File: config.mk
export PLATFORM = sky130hd
export DESIGN_NAME = sfcfe_top
export DESIGN_NICKNAME = d
export VERILOG_FILES = /design/src/design/sfcfe_sync.v /design/src/design/sfcfe_top.v
export VERILOG_INCLUDE_DIRS = /design/src /design/src/design
export SDC_FILE = /design/constraint.sdc
export NUM_CORES = 1
export LEC_CHECK = 0
export BUFFER_PORTS_ARGS = -buffer_cell sky130_fd_sc_hd__buf_2
export CAP_MARGIN = 20
export CORE_ASPECT_RATIO = 0.75
export CORE_MARGIN = 2
export CORE_UTILIZATION = 47
export DETAILED_ROUTE_END_ITERATION = 10
export MAX_ROUTING_LAYER = met4
export PLACE_DENSITY = 0.76
export REMOVE_ABC_BUFFERS = 1
export SLEW_MARGIN = 40
export SYNTH_ARGS = -nofsm -noshare
export SYNTH_HDL_FRONTEND = slang
export SYNTH_HIERARCHICAL = 1
export SYNTH_SLANG_ARGS = --single-unit
File: constraint.sdc
create_clock -name clk -period 3.4 [get_ports clk]
set_input_delay 0 -clock clk [delete_from_list [all_inputs] [get_ports clk]]
set_output_delay 0 -clock clk [all_outputs]
set_load 0.05 [all_outputs]
File: src/design/sfcfe_defines.vh
`ifndef SFCFE_DEFINES_VH
`define SFCFE_DEFINES_VH
`define SFCFE_OP_READ      8'h03
`define SFCFE_OP_HS_READ   8'h0b
`define SFCFE_OP_DUAL_OUT  8'h3b
`define SFCFE_OP_DUAL_IO   8'hbb
`define SFCFE_OP_SECT_A    8'h20
`define SFCFE_OP_SECT_B    8'hd7
`define SFCFE_OP_BLOCK     8'hd8
`define SFCFE_OP_CHIP_A    8'h60
`define SFCFE_OP_CHIP_B    8'hc7
`define SFCFE_OP_PROG      8'h02
`define SFCFE_OP_SR_READ   8'h05
`define SFCFE_OP_SR_WRITE  8'h01
`define SFCFE_OP_WRITE_ENABLE_CMD      8'h06
`define SFCFE_OP_WRITE_DISABLE_CMD      8'h04
`define SFCFE_OP_ID_READ   8'hab
`define SFCFE_OP_SLEEP     8'hb9
`define SFCFE_OP_JEDEC     8'h9f
`define SFCFE_SR_BUSY      0
`define SFCFE_SR_WEL       1
`define SFCFE_SR_LOCK      7
`define SFCFE_SR_RESET     8'h00
`define SFCFE_SR_WMASK     8'hbc
`define SFCFE_DEV_ID       8'h5a
`define SFCFE_JEDEC_ID     32'ha1b2c3d4
`define SFCFE_PAGE_BYTES   9'h100
`endif

File: src/design/sfcfe_sync.v
`timescale 1ns/1ns
module sfcfe_sync (
  input  wire clk,
  input  wire reset_n,
  input  wire d,
  output wire q
);
  reg s1_reg;
  reg s2_reg;
  always @(posedge clk or negedge reset_n) begin
    if (!reset_n) begin
      s1_reg <= 1'b0;
      s2_reg <= 1'b0;
    end else begin
      s1_reg <= d;
      s2_reg <= s1_reg;
    end
  end
  assign q = s2_reg;
endmodule

File: src/design/sfcfe_top.v
// Summary of operation
// - Modes 0 and 3: sample on rising clock, change output after falling.
// - Chip select falling starts a command; high means standby.
// - All transfers are 8-bit cycles, most significant bit first.
// - Erase, program and status write need write-enable first.
// - Chip select rising mid-byte aborts the command.
// - Opcode 03H reads with three address bytes, no dummy.
// - Opcode 0BH reads with three address bytes and one dummy byte.
// - Opcode 3BH reads with dummy, data on both lines.
// - Opcode BBH sends address, dummy and data on both lines.
// - Opcodes 20H and D7H erase a 4 KByte sector by bits 12 up.
// - Opcode D8H erases a 64 KByte block by bits 16 up.
// - Opcodes 60H and C7H erase the whole array.
// - Opcode 02H with address programs 1 to 256 bytes into a page.
// - Opcode 05H repeats the status byte until deselect.
// - Opcode 01H with one data byte writes status.
// - Opcode 06H sets write-enable latch, 04H clears it.
// - Opcode ABH with 24 dummy bits repeats the device identifier.
// - Opcode ABH alone releases deep power-down.
// - Opcode B9H enters deep power-down.
// - Opcode 9FH repeats a four-byte identification sequence.
// - Hold low while selected pauses the serial transfer.
// - Write commands ending off a byte boundary are ignored.
// - Status write with two or more data bytes is ignored.
`timescale 1ns/1ns
`include "sfcfe_defines.vh"
module sfcfe_top (
  input  wire        clk,
  input  wire        reset_n,
  input  wire        spi_sck,
  input  wire        spi_cs_n,
  input  wire        hold_n,
  input  wire        wp_n,
  input  wire        dual_io_lines_in0,
  input  wire        dual_io_lines_in1,
  output reg         dual_io_lines_out0,
  output reg         dual_io_lines_out1,
  output reg         dual_io_lines_oe0_n,
  output reg         dual_io_lines_oe1_n,
  output reg  [8:0]  mem_rd_addr,
  input  wire [7:0]  mem_rd_data,
  output reg         op_start,
  output reg  [1:0]  op_kind,
  output reg  [23:0] op_addr,
  output reg         prog_wr,
  output reg  [7:0]  prog_data,
  output reg  [8:0]  prog_col,
  input  wire        op_done,
  output wire        sleeping,
  output wire [7:0]  status_out
);
  localparam ST_OP    = 3'd0;
  localparam ST_ADDR  = 3'd1;
  localparam ST_DUMMY = 3'd2;
  localparam ST_DOUT  = 3'd3;
  localparam ST_DIN   = 3'd4;
  localparam ST_IDLE  = 3'd5;
  localparam K_SECT   = 2'd0;
  localparam K_BLOCK  = 2'd1;
  localparam K_CHIP   = 2'd2;
  localparam K_PROG   = 2'd3;
  localparam [31:0] JEDEC_WORD = `SFCFE_JEDEC_ID;

  wire sck_s;
  wire cs_s;
  wire hold_s;
  wire wp_s;
  wire di0_s;
  wire di1_s;

  sfcfe_sync u_s0 (.clk(clk), .reset_n(reset_n), .d(spi_sck), .q(sck_s));
  sfcfe_sync u_s1 (.clk(clk), .reset_n(reset_n), .d(spi_cs_n), .q(cs_s));
  sfcfe_sync u_s2 (.clk(clk), .reset_n(reset_n), .d(hold_n), .q(hold_s));
  sfcfe_sync u_s3 (.clk(clk), .reset_n(reset_n), .d(wp_n), .q(wp_s));
  sfcfe_sync u_s4 (.clk(clk), .reset_n(reset_n),
                   .d(dual_io_lines_in0), .q(di0_s));
  sfcfe_sync u_s5 (.clk(clk), .reset_n(reset_n),
                   .d(dual_io_lines_in1), .q(di1_s));

  reg        sck_d_reg;
  reg        cs_d_reg;
  reg [2:0]  state_reg;
  reg [7:0]  opc_reg;
  reg [7:0]  sh_reg;
  reg [2:0]  bit_reg;
  reg [1:0]  abyte_reg;
  reg [23:0] addr_reg;
  reg [7:0]  out_reg;
  reg [1:0]  ocnt_reg;
  reg        dual_reg;
  reg [8:0]  nbytes_reg;
  reg        sleep_reg;
  reg        wel_reg;
  reg        busy_reg;
  reg [7:0]  sr_reg;
  reg [7:0]  sr_new_reg;
  reg        started_reg;
  reg        load_reg;

  // Hold freezes clock edge detection, so no bit moves while paused.
  // hold pauses
  wire active = !cs_s && hold_s;
  wire rise   = active && sck_s && !sck_d_reg;
  wire fall   = active && !sck_s && sck_d_reg;
  wire cs_rise = cs_s && !cs_d_reg;
  wire cs_fall = !cs_s && cs_d_reg;
  wire dual_in = dual_reg && (state_reg == ST_ADDR ||
                              state_reg == ST_DUMMY);
  wire [7:0] sh_next = dual_in ? {sh_reg[5:0], di1_s, di0_s}
                               : {sh_reg[6:0], di0_s};
  wire byte_done = dual_in ? (bit_reg == 3'd3) : (bit_reg == 3'd7);
  wire [7:0] status_now = {sr_reg[7:2], wel_reg, busy_reg};

  assign sleeping   = sleep_reg;
  assign status_out = status_now;

  function is_write_op;
    input [7:0] op;
    begin
      is_write_op = op == `SFCFE_OP_SECT_A || op == `SFCFE_OP_SECT_B ||
                    op == `SFCFE_OP_BLOCK  || op == `SFCFE_OP_CHIP_A ||
                    op == `SFCFE_OP_CHIP_B || op == `SFCFE_OP_PROG   ||
                    op == `SFCFE_OP_SR_WRITE;
    end
  endfunction

  function [7:0] first_out;
    input [7:0]  op;
    input [23:0] a;
    input [7:0]  md;
    input [7:0]  st;
    reg   [31:0] jw;
    begin
      // Identification bytes leave most significant byte first.
      jw = JEDEC_WORD >> {~a[1:0], 3'd0};
      case (op)
        `SFCFE_OP_SR_READ: first_out = st;
        `SFCFE_OP_ID_READ: first_out = `SFCFE_DEV_ID;
        `SFCFE_OP_JEDEC:   first_out = jw[7:0];
        default:           first_out = md;
      endcase
    end
  endfunction

  always @(posedge clk or negedge reset_n) begin
    if (!reset_n) begin
      sck_d_reg <= 1'b0;
      cs_d_reg <= 1'b1;
      state_reg <= ST_IDLE;
      opc_reg <= 8'h00;
      sh_reg <= 8'h00;
      bit_reg <= 3'd0;
      abyte_reg <= 2'd0;
      addr_reg <= 24'h000000;
      out_reg <= 8'h00;
      ocnt_reg <= 2'd0;
      dual_reg <= 1'b0;
      nbytes_reg <= 9'h000;
      sleep_reg <= 1'b0;
      wel_reg <= 1'b0;
      busy_reg <= 1'b0;
      sr_reg <= `SFCFE_SR_RESET;
      sr_new_reg <= 8'h00;
      started_reg <= 1'b0;
      load_reg <= 1'b0;
      op_start <= 1'b0;
      op_kind <= K_SECT;
      op_addr <= 24'h000000;
      prog_wr <= 1'b0;
      prog_data <= 8'h00;
      prog_col <= 9'h000;
      mem_rd_addr <= 9'h000;
      dual_io_lines_out0 <= 1'b0;
      dual_io_lines_out1 <= 1'b0;
      dual_io_lines_oe0_n <= 1'b1;
      dual_io_lines_oe1_n <= 1'b1;
    end else begin
      sck_d_reg <= sck_s;
      cs_d_reg <= cs_s;
      op_start <= 1'b0;
      prog_wr <= 1'b0;
      // The array answers one cycle after the address, so load here.
      if (load_reg) begin
        load_reg <= 1'b0;
        out_reg <= mem_rd_data;
        mem_rd_addr <= {1'b0, mem_rd_addr[7:0] + 8'h01};
      end
      if (busy_reg && op_done) begin
        busy_reg <= 1'b0;
        wel_reg <= 1'b0;
        if (opc_reg == `SFCFE_OP_SR_WRITE)
          sr_reg <= (sr_reg & ~`SFCFE_SR_WMASK) |
                    (sr_new_reg & `SFCFE_SR_WMASK);
      end
      if (cs_fall) begin
        state_reg <= ST_OP;
        bit_reg <= 3'd0;
        abyte_reg <= 2'd0;
        dual_reg <= 1'b0;
        nbytes_reg <= 9'h000;
        started_reg <= 1'b0;
      end
      if (cs_rise) begin
        state_reg <= ST_IDLE;
        dual_io_lines_oe0_n <= 1'b1;
        dual_io_lines_oe1_n <= 1'b1;
        if (bit_reg == 3'd0 && state_reg != ST_IDLE && !busy_reg &&
            !started_reg) begin
          if (state_reg == ST_DIN && opc_reg == `SFCFE_OP_SLEEP)
            sleep_reg <= 1'b1;
          if (state_reg == ST_ADDR && abyte_reg == 2'd0 &&
              opc_reg == `SFCFE_OP_ID_READ)
            sleep_reg <= 1'b0;
          if (state_reg == ST_DIN && opc_reg == `SFCFE_OP_WRITE_ENABLE_CMD)
            wel_reg <= 1'b1;
          if (state_reg == ST_DIN && opc_reg == `SFCFE_OP_WRITE_DISABLE_CMD)
            wel_reg <= 1'b0;
          if (wel_reg && is_write_op(opc_reg)) begin
            if (state_reg == ST_DIN && nbytes_reg == 9'h000 &&
                abyte_reg == 2'd3 &&
                opc_reg != `SFCFE_OP_PROG) begin
              busy_reg <= 1'b1;
              op_start <= 1'b1;
              op_kind <= (opc_reg == `SFCFE_OP_BLOCK) ? K_BLOCK : K_SECT;
              op_addr <= (opc_reg == `SFCFE_OP_BLOCK) ?
                         {addr_reg[23:16], 16'h0000} :
                         {addr_reg[23:12], 12'h000};
            end
            if (state_reg == ST_DIN && abyte_reg == 2'd0 &&
                (opc_reg == `SFCFE_OP_CHIP_A ||
                 opc_reg == `SFCFE_OP_CHIP_B)) begin
              busy_reg <= 1'b1;
              op_start <= 1'b1;
              op_kind <= K_CHIP;
            end
            if (opc_reg == `SFCFE_OP_PROG && state_reg == ST_DIN &&
                nbytes_reg != 9'h000 && abyte_reg == 2'd3) begin
              busy_reg <= 1'b1;
              op_start <= 1'b1;
              op_kind <= K_PROG;
              op_addr <= addr_reg;
            end
            if (opc_reg == `SFCFE_OP_SR_WRITE && nbytes_reg == 9'h001 &&
                !(!wp_s && sr_reg[`SFCFE_SR_LOCK]))
              busy_reg <= 1'b1;
          end
        end
      end else if (rise && state_reg != ST_IDLE &&
                   state_reg != ST_DOUT) begin
        sh_reg <= sh_next;
        bit_reg <= byte_done ? 3'd0 : bit_reg + 3'd1;
        if (byte_done) begin
          case (state_reg)
            ST_OP: begin
              opc_reg <= sh_next;
              dual_reg <= (sh_next == `SFCFE_OP_DUAL_IO);
              if (sleep_reg && sh_next != `SFCFE_OP_ID_READ)
                state_reg <= ST_IDLE;
              else if (busy_reg && sh_next != `SFCFE_OP_SR_READ)
                state_reg <= ST_IDLE;
              else
                case (sh_next)
                  `SFCFE_OP_READ, `SFCFE_OP_HS_READ, `SFCFE_OP_DUAL_OUT,
                  `SFCFE_OP_DUAL_IO, `SFCFE_OP_SECT_A, `SFCFE_OP_SECT_B,
                  `SFCFE_OP_BLOCK, `SFCFE_OP_PROG, `SFCFE_OP_ID_READ:
                    state_reg <= ST_ADDR;
                  `SFCFE_OP_SR_READ, `SFCFE_OP_JEDEC: begin
                    state_reg <= ST_DOUT;
                    addr_reg <= 24'h000000;
                    out_reg <= (sh_next == `SFCFE_OP_SR_READ) ?
                               status_now : JEDEC_WORD[31:24];
                    ocnt_reg <= 2'd0;
                  end
                  default:
                    state_reg <= ST_DIN;
                endcase
            end
            ST_ADDR: begin
              addr_reg <= {addr_reg[15:0], sh_next};
              abyte_reg <= abyte_reg + 2'd1;
              mem_rd_addr <= {1'b0, addr_reg[7:0]};
              if (abyte_reg == 2'd2) begin
                mem_rd_addr <= {1'b0, sh_next};
                case (opc_reg)
                  `SFCFE_OP_READ, `SFCFE_OP_ID_READ: begin
                    state_reg <= ST_DOUT;
                    out_reg <= `SFCFE_DEV_ID;
                    load_reg <= (opc_reg == `SFCFE_OP_READ);
                    ocnt_reg <= 2'd1;
                  end
                  `SFCFE_OP_HS_READ, `SFCFE_OP_DUAL_OUT, `SFCFE_OP_DUAL_IO:
                    state_reg <= ST_DUMMY;
                  default:
                    state_reg <= ST_DIN;
                endcase
              end
            end
            ST_DUMMY: begin
              state_reg <= ST_DOUT;
              dual_reg <= (opc_reg != `SFCFE_OP_HS_READ);
              out_reg <= mem_rd_data;
              mem_rd_addr <= {1'b0, addr_reg[7:0] + 8'h01};
              ocnt_reg <= 2'd1;
            end
            ST_DIN: begin
              if (nbytes_reg != 9'h1ff)
                nbytes_reg <= nbytes_reg + 9'h001;
              sr_new_reg <= sh_next;
              if (opc_reg == `SFCFE_OP_PROG &&
                  nbytes_reg < `SFCFE_PAGE_BYTES) begin
                prog_wr <= 1'b1;
                prog_data <= sh_next;
                prog_col <= {1'b0, addr_reg[7:0] + nbytes_reg[7:0]};
              end
            end
            default: state_reg <= ST_IDLE;
          endcase
        end
      end else if (fall && state_reg == ST_DOUT) begin
        dual_io_lines_oe1_n <= 1'b0;
        dual_io_lines_oe0_n <= !dual_reg;
        if (dual_reg) begin
          dual_io_lines_out1 <= out_reg[7];
          dual_io_lines_out0 <= out_reg[6];
          out_reg <= {out_reg[5:0], 2'b00};
        end else begin
          dual_io_lines_out1 <= out_reg[7];
          out_reg <= {out_reg[6:0], 1'b0};
        end
        if ((dual_reg && bit_reg == 3'd3) || bit_reg == 3'd7) begin
          bit_reg <= 3'd0;
          addr_reg <= addr_reg + 24'h000001;
          // The array already shows the next byte; look one further ahead.
          mem_rd_addr <= {1'b0, addr_reg[7:0] + 8'h02};
          out_reg <= first_out(opc_reg, addr_reg + 24'h000001,
                               mem_rd_data, status_now);
        end else begin
          bit_reg <= bit_reg + 3'd1;
        end
      end
    end
  end
endmodule

==> metrics, run 1 <==
Worst Path Required ~3.7 ns; Post-CTS Hold Fix Bufs 11; maximum capacitance violations 0; DR vias 9040; Mapped Cells 1057; Skew-Pair Late Insertion Delay around 0.44 ns; largest net degree at the start of global routing 93; Post-synth EDFFs 0; Placed Instances 1365; WP buf/inv 1; core area 0.0194 mm²; fmax around 0.34 GHz; status complete, no violations; pre-CTS WS roughly 0.54 ns; leakage power figure between 0.004 and 0.005 µW; Initial DRC Count ~1200; fraction of layout cells with a size suffix above 1 18.6%; internal power approximately 3000 µW; ANT cells 0; Worst setup startpoint state_reg[0]$_DFF_PN1_; global-route wire length before repair 47000 µm; Worst-Margin Slew slightly above 0.9 ns; buffer count from post-CTS setup fixing 0; reg2reg start state_reg[0]$_DFF_PN1_; Antenna Nets Post-Route 0; library cells used by synthesis 86; Critical Path, Cell by Cell xnor2_2, or4_1, a222oi_1, buf_4, o22ai_2, a21oi_4, mux2_2; Layout area overhead 16.2%; row count 44; CP arrival around 3.2 ns; GR Util All Layers between 20% and 30%; initial core utilization between 40% and 50%; Horiz. Die Dim around 170 µm; CP max stage delay 0.58 ns; async set-reset flop share out of synthesis between 90% and 100%; worst setup path class register to register; Synth Register Bits 150; Setup Total Neg Slack 0 ns; Mapped Area between 0.009 and 0.01 mm²; CTS H-tree depth 4; Final Hold Fails 0; PwrDens about 400 mW/mm²; hpwl dp about 21000 µm; RSZ-0062 raised after global routing no; Net Sw Power roughly 1300 µW; Setup violations, final 0; DR DRC count 0; critical path's slowest cell or4_1; Min-Delay Path Class input pin to register; maximum VDD drop around 0.28 mV; CTS clk-pin slew, worst paths around 0.07 ns; Die Y approximately 130 µm; startpoint types register; Main synth FF type dfrtp_1; Routed WL per cell 21.2 µm; R2R Setup Slk between 0.4 and 0.5 ns; combinational share of power 11.5%; RePlAce Congestion 1.02; Pwr Total 4240 µW; post-synthesis area per instance approximately 8.8 µm²; TritonCTS clock tree yes; DR vias/cell 6.42; Finished Layout Cells about 1400; vias in the first global route 8296; Post-Route WL around 30000 µm; Worst R2R End addr_reg[3]$_DFFE_PN0P_; clock root buffer clkbuf_16; Post-CTS Resized 0; delay-heaviest family, CP compound AO/OA/AOI/OAI gates; Final Slew Violations 0; Reg power frac between 40 and 50%; Switching Share 30.1%; fin area ~0.011 mm²; count of buffers from port buffering between 80 and 90; Num CTS Buffers 17; antenna violations before repair 0; Final Cycle Share 85.5%; FF-to-FF path depth 7; Slew headroom 39.2%; Worst setup EP type register; drt pass-1 iters 5; capture point of the critical path addr_reg[3]$_DFFE_PN0P_; post-route minimum period just under 3 ns; Layout Skew around 0.012 ns; power share of the clock group around 44%; # IOs 84; top fanout value on the critical path 12; layout net count about 1200; post-synthesis sequential area ratio about two fifths; yosys warns 6; placed inst area approximately 0.010 mm²; Overflow after GRT 0; CTS Buffer Depth 2; CTS sink cnt 150; Worst path depth 7; Die ar. 0.0210 mm²; setup ws final between 0.4 and 0.5 ns
==> worst min path at each step <==
stage | startpoint | to | slack (ns) | cells past startpoint
6_report | mem_rd_data[0] | out_reg[0]$_DFF_PN0_ | 0.01 | 3
4_1_cts | mem_rd_data[0] | out_reg[0]$_DFF_PN0_ | 0.001 | 3
3_3_place_gp | hold_n | u_s2/s1_reg$_DFF_PN0_ | 0.11 | 1
3_5_place_dp | reset_n | u_s4/s1_reg$_DFF_PN0_ | 0.07 | 1
5_1_grt | mem_rd_data[0] | out_reg[0]$_DFF_PN0_ | 0.03 | 3
2_1_floorplan | reset_n | abyte_reg[0]$_DFF_PN0_ | -0.30 | 0
==> routing by layer <==
metal	vias to the layer above	routed length, µm	track usage (%)
met4	0	575	7.56
met2	520	12300	39.7
met3	52	3060	6.66
met1	4378	13900	44.0
met5	-	0	-
li1	4090	-	-
==> cell usage after synthesis (all sizes together), types with 7 or more instances <==
master	count	area share, %
dfrtp	145	39
nand2	130	5.2
o21ai	88	4.7
clkbuf	65	2.6
a21oi	61	3.4
nand3	53	2.9
nor2	48	1.9
inv	45	1.8
nor3	27	1.5
ha	22	3.0
buf	17	1.2
mux2	17	2.1
o22ai	17	1.2
mux2i	15	1.6
xnor2	15	1.5
nand4	14	1.0
o211ai	13	1.0
a22o	12	1.1
and2	12	0.83
and3	12	0.81
a221oi	10	1.3
a22oi	10	0.81
nand2b	10	0.67
xor2	10	0.94
nor3b	9	0.78
o32ai	9	0.85
or3	9	0.60
or4	9	0.77
a211oi	8	0.65
nor2b	8	0.54
o2111ai	8	0.75
a221o	7	0.75
a31oi	7	0.47
o21a	7	0.56
o31ai	7	0.56
==> stage by stage <==
stage          utilization (%)  hold slack, ns
2_1_floorplan                -          -0.296
3_3_place_gp              52.2           0.108
3_5_place_dp              52.2          0.0722
4_1_cts                   55.8         0.00148
5_1_grt                   55.8          0.0321
6_report                  55.8          0.0140
==> layout by cell type (no fill, tap or decap), types with 10 or more instances in the layout <==
master / instances
a21oi_1: 58
a22o_1: 12
a22oi_1: 10
and3_1: 12
buf_2: 80
buf_4: 55
clkbuf_16: 17
dfrtp_1: 145
dlygate4sd3_1: 11
ha_1: 22
inv_1: 44
mux2_2: 15
mux2i_1: 15
nand2_1: 130
nand2b_1: 10
nand3_1: 53
nand4_1: 13
nor2_1: 48
nor3_1: 26
o211ai_1: 13
o21ai_0: 85
o22ai_1: 16
xnor2_1: 14
xor2_1: 10
==> worst min-delay path, delay by kind of cell <==
kind	cells	cell delay (ns)
compound gates	2	0.28
buf+inv	1	0.13
==> kinds of logic (layout without fill, tap and decap cells) <==
family,Yosys count,in the layout,synth area share (%)
adder cells (fa/ha/maj),23,23,3.17
multiplexers,32,32,3.67
buffers and inverters,127,224,5.61
other,1,2,0.0403
flip-flops,150,150,40.4
XOR/XNOR,25,25,2.43
AND/OR/NAND/NOR,373,373,20.3
AO/OA/AOI/OAI,326,326,24.4
==> power by group through the flow <==
stage               clock network, µW  logic [µW]  registers [µW]
floorplan                           0         229            1930
global route                     1970         526            1890
global placement                    0         465            1920
CTS                              1890         476            1880
detailed placement                  0         465            1920
finish                           1870         489            1890
==> layout make-up <==
| cell class | instances | area [µm²] |
|---|---|---|
| clock inverters | 15 | 155 |
| clock buffers | 17 | 425 |
| multi-input cells | 781 | 5050 |
| repair buffers | 147 | 938 |
| fillers | 1745 | 8570 |
| well taps | 253 | 317 |
| flip-flops and latches | 150 | 3760 |
| inverters | 45 | 169 |
No activity file was read; power rests on OpenSTA's default activity.
==> inputs of run 2 (changes only) <==
ABC_AREA = 1   (was unset)
PLACE_DENSITY = 0.77   (was 0.76)
==> metrics, run 2 <==
async set-reset flop share out of synthesis 100% (unchanged); top fanout value on the critical path 42 (was 12); layout net count 1335 (was 1182); Min-Delay Path Class input pin to register (unchanged); Layout area overhead 14.9% (was 16.2%); largest family of logic cells by synthesized area simple AND/OR/NAND/NOR gates (was compound AO/OA/AOI/OAI gates); Mapped Cells 1208 (was 1057); hpwl dp 20400 µm (was 21500 µm); commonest non-fill, non-tap cell in the layout nand2_1 (was dfrtp_1); Post-Synth Adder-Cell Area 3.26% (was 3.17%); worst setup path class register to register (unchanged); row count 43 (was 44); power share of the clock group 45.4% (was 44.0%); core area 0.0187 mm² (was 0.0194 mm²); DR vias 8816 (was 9040); Filler cells 1760 (was 1745); Slew headroom 50.6% (was 39.2%); mux share of post-synthesis cell area 0.332% (was 3.67%); TritonCTS clock tree yes (unchanged); Layout Skew 0.0125 ns (was 0.0118 ns); post-synthesis area per instance 7.49 µm² (was 8.80 µm²); fraction of layout cells with a size suffix above 1 14.1% (was 18.6%); CTS clk-pin slew, worst paths 0.07 ns (about the same); Antenna Nets Post-Route 0 (unchanged); CTS H-tree depth 4 (unchanged); drt pass-1 iters 6 (was 5); Overflow after GRT 0 (unchanged); Die ar. 0.0204 mm² (was 0.0210 mm²); RSZ-0062 raised after global routing no (unchanged); R2R Setup Slk 0.34 ns (was 0.49 ns); Net Sw Power 1210 µW (was 1280 µW); Mapped Area 0.00905 mm² (was 0.00931 mm²); Final Hold Fails 0 (unchanged); Initial DRC Count 1002 (was 1243); Switching Share 28.1% (was 30.1%); ANT cells 0 (unchanged); startpoint types register (unchanged); post-synthesis compound-gate area fraction 17.1% (was 24.4%); pre-CTS WS 0.436 ns (was 0.545 ns); Worst Path Required 3.72 ns (about the same); area leader, netlist dfrtp_1 (unchanged); internal power 3100 µW (was 2960 µW); status complete, no violations (unchanged); yosys warns 6 (unchanged); GR Util All Layers 28.8% (was 29.3%); Worst setup EP type register (unchanged); CP arrival 3.38 ns (was 3.23 ns); Setup violations, final 0 (unchanged); Post-synth EDFFs 0 (unchanged); Worst-Margin Slew 0.741 ns (was 0.905 ns); Num CTS Buffers 17 (unchanged); Die Y 124 µm (was 126 µm); # IOs 84 (unchanged); worst hold slack 0.0721 ns (was 0.0140 ns); Setup Total Neg Slack 0 ns (unchanged); fmax 0.327 GHz (was 0.344 GHz); DR DRC count 0 (unchanged); clock root buffer clkbuf_16 (unchanged); Post-Synth XOR/XNOR Area 2.42% (was 2.43%); antenna violations before repair 0 (unchanged); library cells used by synthesis 54 (was 86); vias in the first global route 8015 (was 8296); count leader, synth nand2_1 (was dfrtp_1); CTS Buffer Depth 2 (unchanged); Main synth FF type dfrtp_1 (unchanged); top post-synthesis cells by count nand2_1, dfrtp_1, inv_1, o21ai_0, nor2_1 (was dfrtp_1, nand2_1, o21ai_0, clkbuf_1, a21oi_1); setup ws final 0.337 ns (was 0.493 ns); CTS sink cnt 150 (unchanged); count of buffers from port buffering 81 (unchanged); largest net degree at the start of global routing 90 (was 93); top-area cell type share of the netlist area 40.1% (was 39.0%); leakage power figure 0.00489 µW (was 0.00464 µW); Routed WL per cell 17.9 µm (was 21.2 µm); Skew-Pair Late Insertion Delay 0.44 ns (about the same); RePlAce Congestion 1.02 (about the same); Final Slew Violations 0 (unchanged); maximum VDD drop 0.261 mV (was 0.276 mV); post-synthesis sequential area ratio 41.5% (was 40.4%); Synth Register Bits 150 (unchanged); PwrDens 415 mW/mm² (was 392 mW/mm²); global-route wire length before repair 43600 µm (was 47000 µm); Synth Area in Simple Gates 26.4% (was 20.3%); post-route minimum period 3.06 ns (was 2.91 ns); footprint of the multi-input gates 0.00449 mm² (was 0.00505 mm²); Reg power frac 43.5% (was 44.5%); Horiz. Die Dim 164 µm (was 166 µm); maximum capacitance violations 0 (unchanged); top post-synthesis cells by area dfrtp_1, nand2_1, o21ai_0, inv_1, nor2_1 (was dfrtp_1, nand2_1, o21ai_0, a21oi_1, ha_1); Reg area 0.00376 mm² (unchanged); most frequent cells in the layout nand2_1, dfrtp_1, inv_1 (was dfrtp_1, nand2_1, o21ai_0); initial core utilization 48.5% (was 48.0%); Final Cycle Share 90.1% (was 85.5%); Post-Route WL 27800 µm (was 29800 µm); combinational share of power 11.1% (was 11.5%); DR vias/cell 5.67 (was 6.42)
-- run 2: cell type report --
cell class	instances	area share, %
clock buffer	20	4.39
clock inverter	12	1.36
inverter	148	5.39
multi-input combinational	867	43.2
sequential	150	36.2
tap	247	2.97
timing repair buffer	111	6.56
-- run 2: kinds of logic (layout without fill, tap and decap cells) --
logic type                 after synthesis  count (layout)
other                                    1               2
AOI/OAI and AO/OA                      270             270
xor gates and xnor gates                25              25
adders and majority gates               23              23
muxes                                    3               3
DFF                                    150             150
and+or+nand+nor                        544             544
buffers and inverters                  192             291
-- run 2: layer usage --
| layer | vias to the layer above | GRT usage [%] | wire [µm] |
|---|---|---|---|
| met5 | - | - | 0 |
| met4 | 0 | 7.73 | 444 |
| met3 | 40 | 8.06 | 2970 |
| met2 | 431 | 39.9 | 11600 |
| met1 | 4157 | 41.2 | 12800 |
| li1 | 4188 | - | - |
-- run 2: critical path, stage by stage (launching register included) --
cell	delay, ns
dfrtp_1	0.47
nand2_2	0.15
nand2_2	0.09
nor2_4	0.37
nand3_1	0.13
nand2_1	0.30
nand2_1	0.15
nor2_1	0.18
nand2_1	0.12
nand2_2	0.16
nand3_4	0.14
nand2_2	0.11
nand2_4	0.09
inv_6	0.25
nand2_1	0.09
nand2_1	0.06
o21ai_0	0.08
-- run 2: timing repair --
| item | in CTS | in global routing |
|---|---|---|
| endpoints found under the hold margin | 99 | 0 |
| gates resized for setup | 0 | 0 |
| buffers inserted | 0 | 0 |
| hold buffers | 12 | 0 |
| endpoints found under the setup margin | 0 | 0 |
-- run 2: metrics by stage --
stage | area, µm² | cells | total power, µW | util (%)
6_report | 10400 | 1555 | 4310 | 55.7
3_5_place_dp | 9680 | 1511 | 2360 | 51.8
4_1_cts | 10400 | 1555 | 4310 | 55.7
2_1_floorplan | 8810 | 1165 | 2180 | -
5_1_grt | 10400 | 1555 | 4450 | 55.7
3_3_place_gp | 9680 | 1511 | 2360 | 51.8
-- run 2: power groups by stage --
| stage | combinational [µW] | clock (µW) | sequential [µW] |
|---|---|---|---|
| 3_3_place_gp | 451 | 0 | 1910 |
| 4_1_cts | 465 | 1970 | 1870 |
| 6_report | 478 | 1960 | 1880 |
| 5_1_grt | 528 | 2040 | 1880 |
| 2_1_floorplan | 282 | 0 | 1900 |
| 3_5_place_dp | 452 | 0 | 1910 |
-- run 2: path summary, 6_finish.rpt --
kind,from,end,cells past startpoint
min reg2reg,u_s4/s1_reg$_DFF_PN0_,u_s4/q$_DFF_PN0_,0
max reg2reg,state_reg[1]$_DFF_PN0_,addr_reg[20]$_DFFE_PN0P_,16
max in group asynchronous,reset_n,cs_d_reg$_DFF_PN1_,3
max,state_reg[1]$_DFF_PN0_,addr_reg[20]$_DFFE_PN0P_,16
min,mem_rd_data[4],out_reg[4]$_DFF_PN0_,7
min in group asynchronous,reset_n,out_reg[6]$_DFF_PN0_,2
==> inputs of run 3 (changes only) <==
clock period = 3.75 ns   (was 3.4 ns; I/O delays follow)
==> metrics, run 3 (same netlist as run 2, synthesis figures left out) <==
status finished with violations (was complete, no violations); failing checks design-rule violations; clock root buffer clkbuf_16 (unchanged); Skew-Pair Late Insertion Delay 0.43 ns (was 0.44 ns); Reg area 0.00376 mm² (unchanged); R2R Setup Slk 0.72 ns (was 0.34 ns); Setup violations, final 0 (unchanged); CP max stage delay 0.60 ns (was 0.47 ns); Filler cells 1736 (was 1760); worst setup path class register to register (unchanged); Slew headroom 46.6% (was 50.6%); layout net count 1329 (was 1335); vias in the first global route 7996 (was 8015); Overflow after GRT 0 (unchanged); Hold Startpoint mem_rd_data[4] (unchanged); startpoint types register (unchanged); most frequent cells in the layout nand2_1, dfrtp_1, inv_1 (unchanged); Routed WL per cell 17.5 µm (was 17.9 µm); fraction of layout cells with a size suffix above 1 13.5% (was 14.1%); reg2reg start state_reg[0]$_DFF_PN1_ (was state_reg[1]$_DFF_PN0_); Die ar. 0.0204 mm² (unchanged); buffer count from post-CTS setup fixing 0 (unchanged); DR DRC count 1 (was 0); global-route wire length before repair 43100 µm (was 43600 µm); Antenna Nets Post-Route 0 (unchanged); Worst R2R End addr_reg[20]$_DFFE_PN0P_ (unchanged); combinational share of power 11.0% (was 11.1%); core area 0.0187 mm² (unchanged); TritonCTS clock tree yes (unchanged); delay-heaviest family, CP simple AND/OR/NAND/NOR gates (unchanged); top fanout value on the critical path 42 (unchanged); Final Cycle Share 80.9% (was 90.1%); critical path's slowest cell dfstp_2 (was dfrtp_1); worst hold slack 0.0922 ns (was 0.0721 ns); Worst-Margin Slew 0.798 ns (was 0.741 ns); PwrDens 372 mW/mm² (was 415 mW/mm²); setup ws final 0.717 ns (was 0.337 ns); largest net degree at the start of global routing 90 (unchanged); DR vias/cell 5.66 (was 5.67); Final Hold Fails 0 (unchanged); CTS sink cnt 150 (unchanged); hold path endpoint out_reg[4]$_DFF_PN0_ (unchanged); antenna violations before repair 0 (unchanged); Setup Total Neg Slack 0 ns (unchanged); leakage power figure 0.00485 µW (was 0.00489 µW); footprint of the multi-input gates 0.00449 mm² (unchanged); RePlAce Congestion 0.993 (was 1.02); CTS H-tree depth 4 (unchanged); maximum capacitance violations 0 (unchanged); Post-Route WL 27100 µm (was 27800 µm); Layout area overhead 14.1% (was 14.9%); most frequent CP cell nand2_1 (unchanged); FF-to-FF path depth 15 (was 16); Layout Skew 0.00848 ns (was 0.0125 ns); Switching Share 27.5% (was 28.1%); power share of the clock group 44.6% (was 45.4%); Final Slew Violations 0 (unchanged); Reg power frac 44.3% (was 43.5%); ANT cells 0 (unchanged); Hold Path Depth 7 (unchanged); Die Y 124 µm (unchanged); Num CTS Buffers 17 (unchanged); row count 43 (unchanged); commonest non-fill, non-tap cell in the layout nand2_1 (unchanged); fmax 0.330 GHz (was 0.327 GHz); RSZ-0062 raised after global routing no (unchanged); Horiz. Die Dim 164 µm (unchanged); count of buffers from port buffering 81 (unchanged); DR vias 8750 (was 8816); # IOs 84 (unchanged); Min-Delay Path Class input pin to register (unchanged); GR Util All Layers 28.4% (was 28.8%); initial core utilization 48.5% (unchanged); Initial DRC Count 978 (was 1002); internal power 2790 µW (was 3100 µW); WP buf/inv 1 (unchanged); CTS clk-pin slew, worst paths 0.06 ns (was 0.07 ns); drt pass-1 iters 10 (was 6); CP arrival 3.35 ns (was 3.38 ns); Critical Path, Cell by Cell nor2_2, nor2_4, nand3_1, nand2_1, nand2_1, nor2_1, nand2_1, nand2_2, nand3_4, nand2_2, nand2_4, inv_6, nand2_1, nand2_1, o21ai_0 (was nand2_2, nand2_2, nor2_4, nand3_1, nand2_1, nand2_1, nor2_1, nand2_1, nand2_2, nand3_4, nand2_2, nand2_4, inv_6, nand2_1, nand2_1, o21ai_0); CTS Buffer Depth 2 (unchanged); Worst Path Required 4.06 ns (was 3.72 ns); hpwl dp 20000 µm (was 20400 µm); post-route minimum period 3.03 ns (was 3.06 ns); maximum VDD drop 0.234 mV (was 0.261 mV); Worst setup EP type register (unchanged); Net Sw Power 1050 µW (was 1210 µW); pre-CTS WS 0.833 ns (was 0.436 ns)
## run 3: changes by cell type in the layout (fill, tap and decap cells not counted)
cell	delta
inv_6	-1
buf_4	-6
clkbuf_1	-1
buf_6	+1
clkbuf_8	-1
clkinv_2	+1
clkinvlp_4	-2
## run 3: how the worst max path moves through the flow
stage                                     to                    from  depth (start not counted)  slack [ns]
finish              addr_reg[20]$_DFFE_PN0P_  state_reg[0]$_DFF_PN1_                         15        0.72
detailed placement  addr_reg[20]$_DFFE_PN0P_  state_reg[0]$_DFF_PN1_                         15        0.83
global placement    addr_reg[20]$_DFFE_PN0P_  state_reg[0]$_DFF_PN1_                         15        0.87
floorplan           addr_reg[20]$_DFFE_PN0P_  state_reg[2]$_DFF_PN1_                         13        0.59
CTS                 addr_reg[20]$_DFFE_PN0P_  state_reg[0]$_DFF_PN1_                         15        0.76
global route        addr_reg[20]$_DFFE_PN0P_  state_reg[0]$_DFF_PN1_                         15        0.43
## run 3: timing repair
| item | 4_1_cts | 5_1_grt |
|---|---|---|
| hold buffers | 12 | 0 |
| endpoints found under the hold margin | 73 | 0 |
| resized for setup | 0 | 0 |
## run 3: through the flow
step	util [%]	std cells	power [µW]	cell area, µm²
detailed placement	51.6	1505	2130	9630
global route	55.3	1546	3990	10300
floorplan	-	1165	1980	8810
CTS	55.3	1546	3850	10300
global placement	51.6	1505	2130	9630
finish	55.3	1546	3840	10300
## run 3: layer usage
metal	vias to the layer above	track usage (%)	part of all wire (%)
li1	4187	-	-
met1	4117	40.8	48
met2	410	40.5	42
met3	36	6.33	8.8
met4	0	7.07	1.4
met5	-	-	0
## run 3: power groups by stage
stage                     combinational, µW  sequential (µW)  clock (µW)
after floorplan                         256             1720           0
after global placement                  401             1730           0
after detailed placement                404             1730           0
after CTS                               416             1700        1730
after global routing                    472             1710        1810
final                                   423             1700        1720
## run 3: layout make-up
type                            instances  share of cell area, %
Tap cell                              247                   2.99
Timing Repair Buffer                  105                   6.14
Sequential cell                       150                   36.4
Inverter                              148                   5.43
Multi-Input combinational cell        867                   43.5
Clock buffer                           19                   4.39
Clock inverter                         10                   1.19
## run 3: worst min-delay path, stage by stage
cell     delay (ns)
buf_2          0.07
inv_1          0.06
nor2_1         0.10
nor3_1         0.05
o21ai_0        0.06
o21ai_0        0.09
nand2_1        0.06
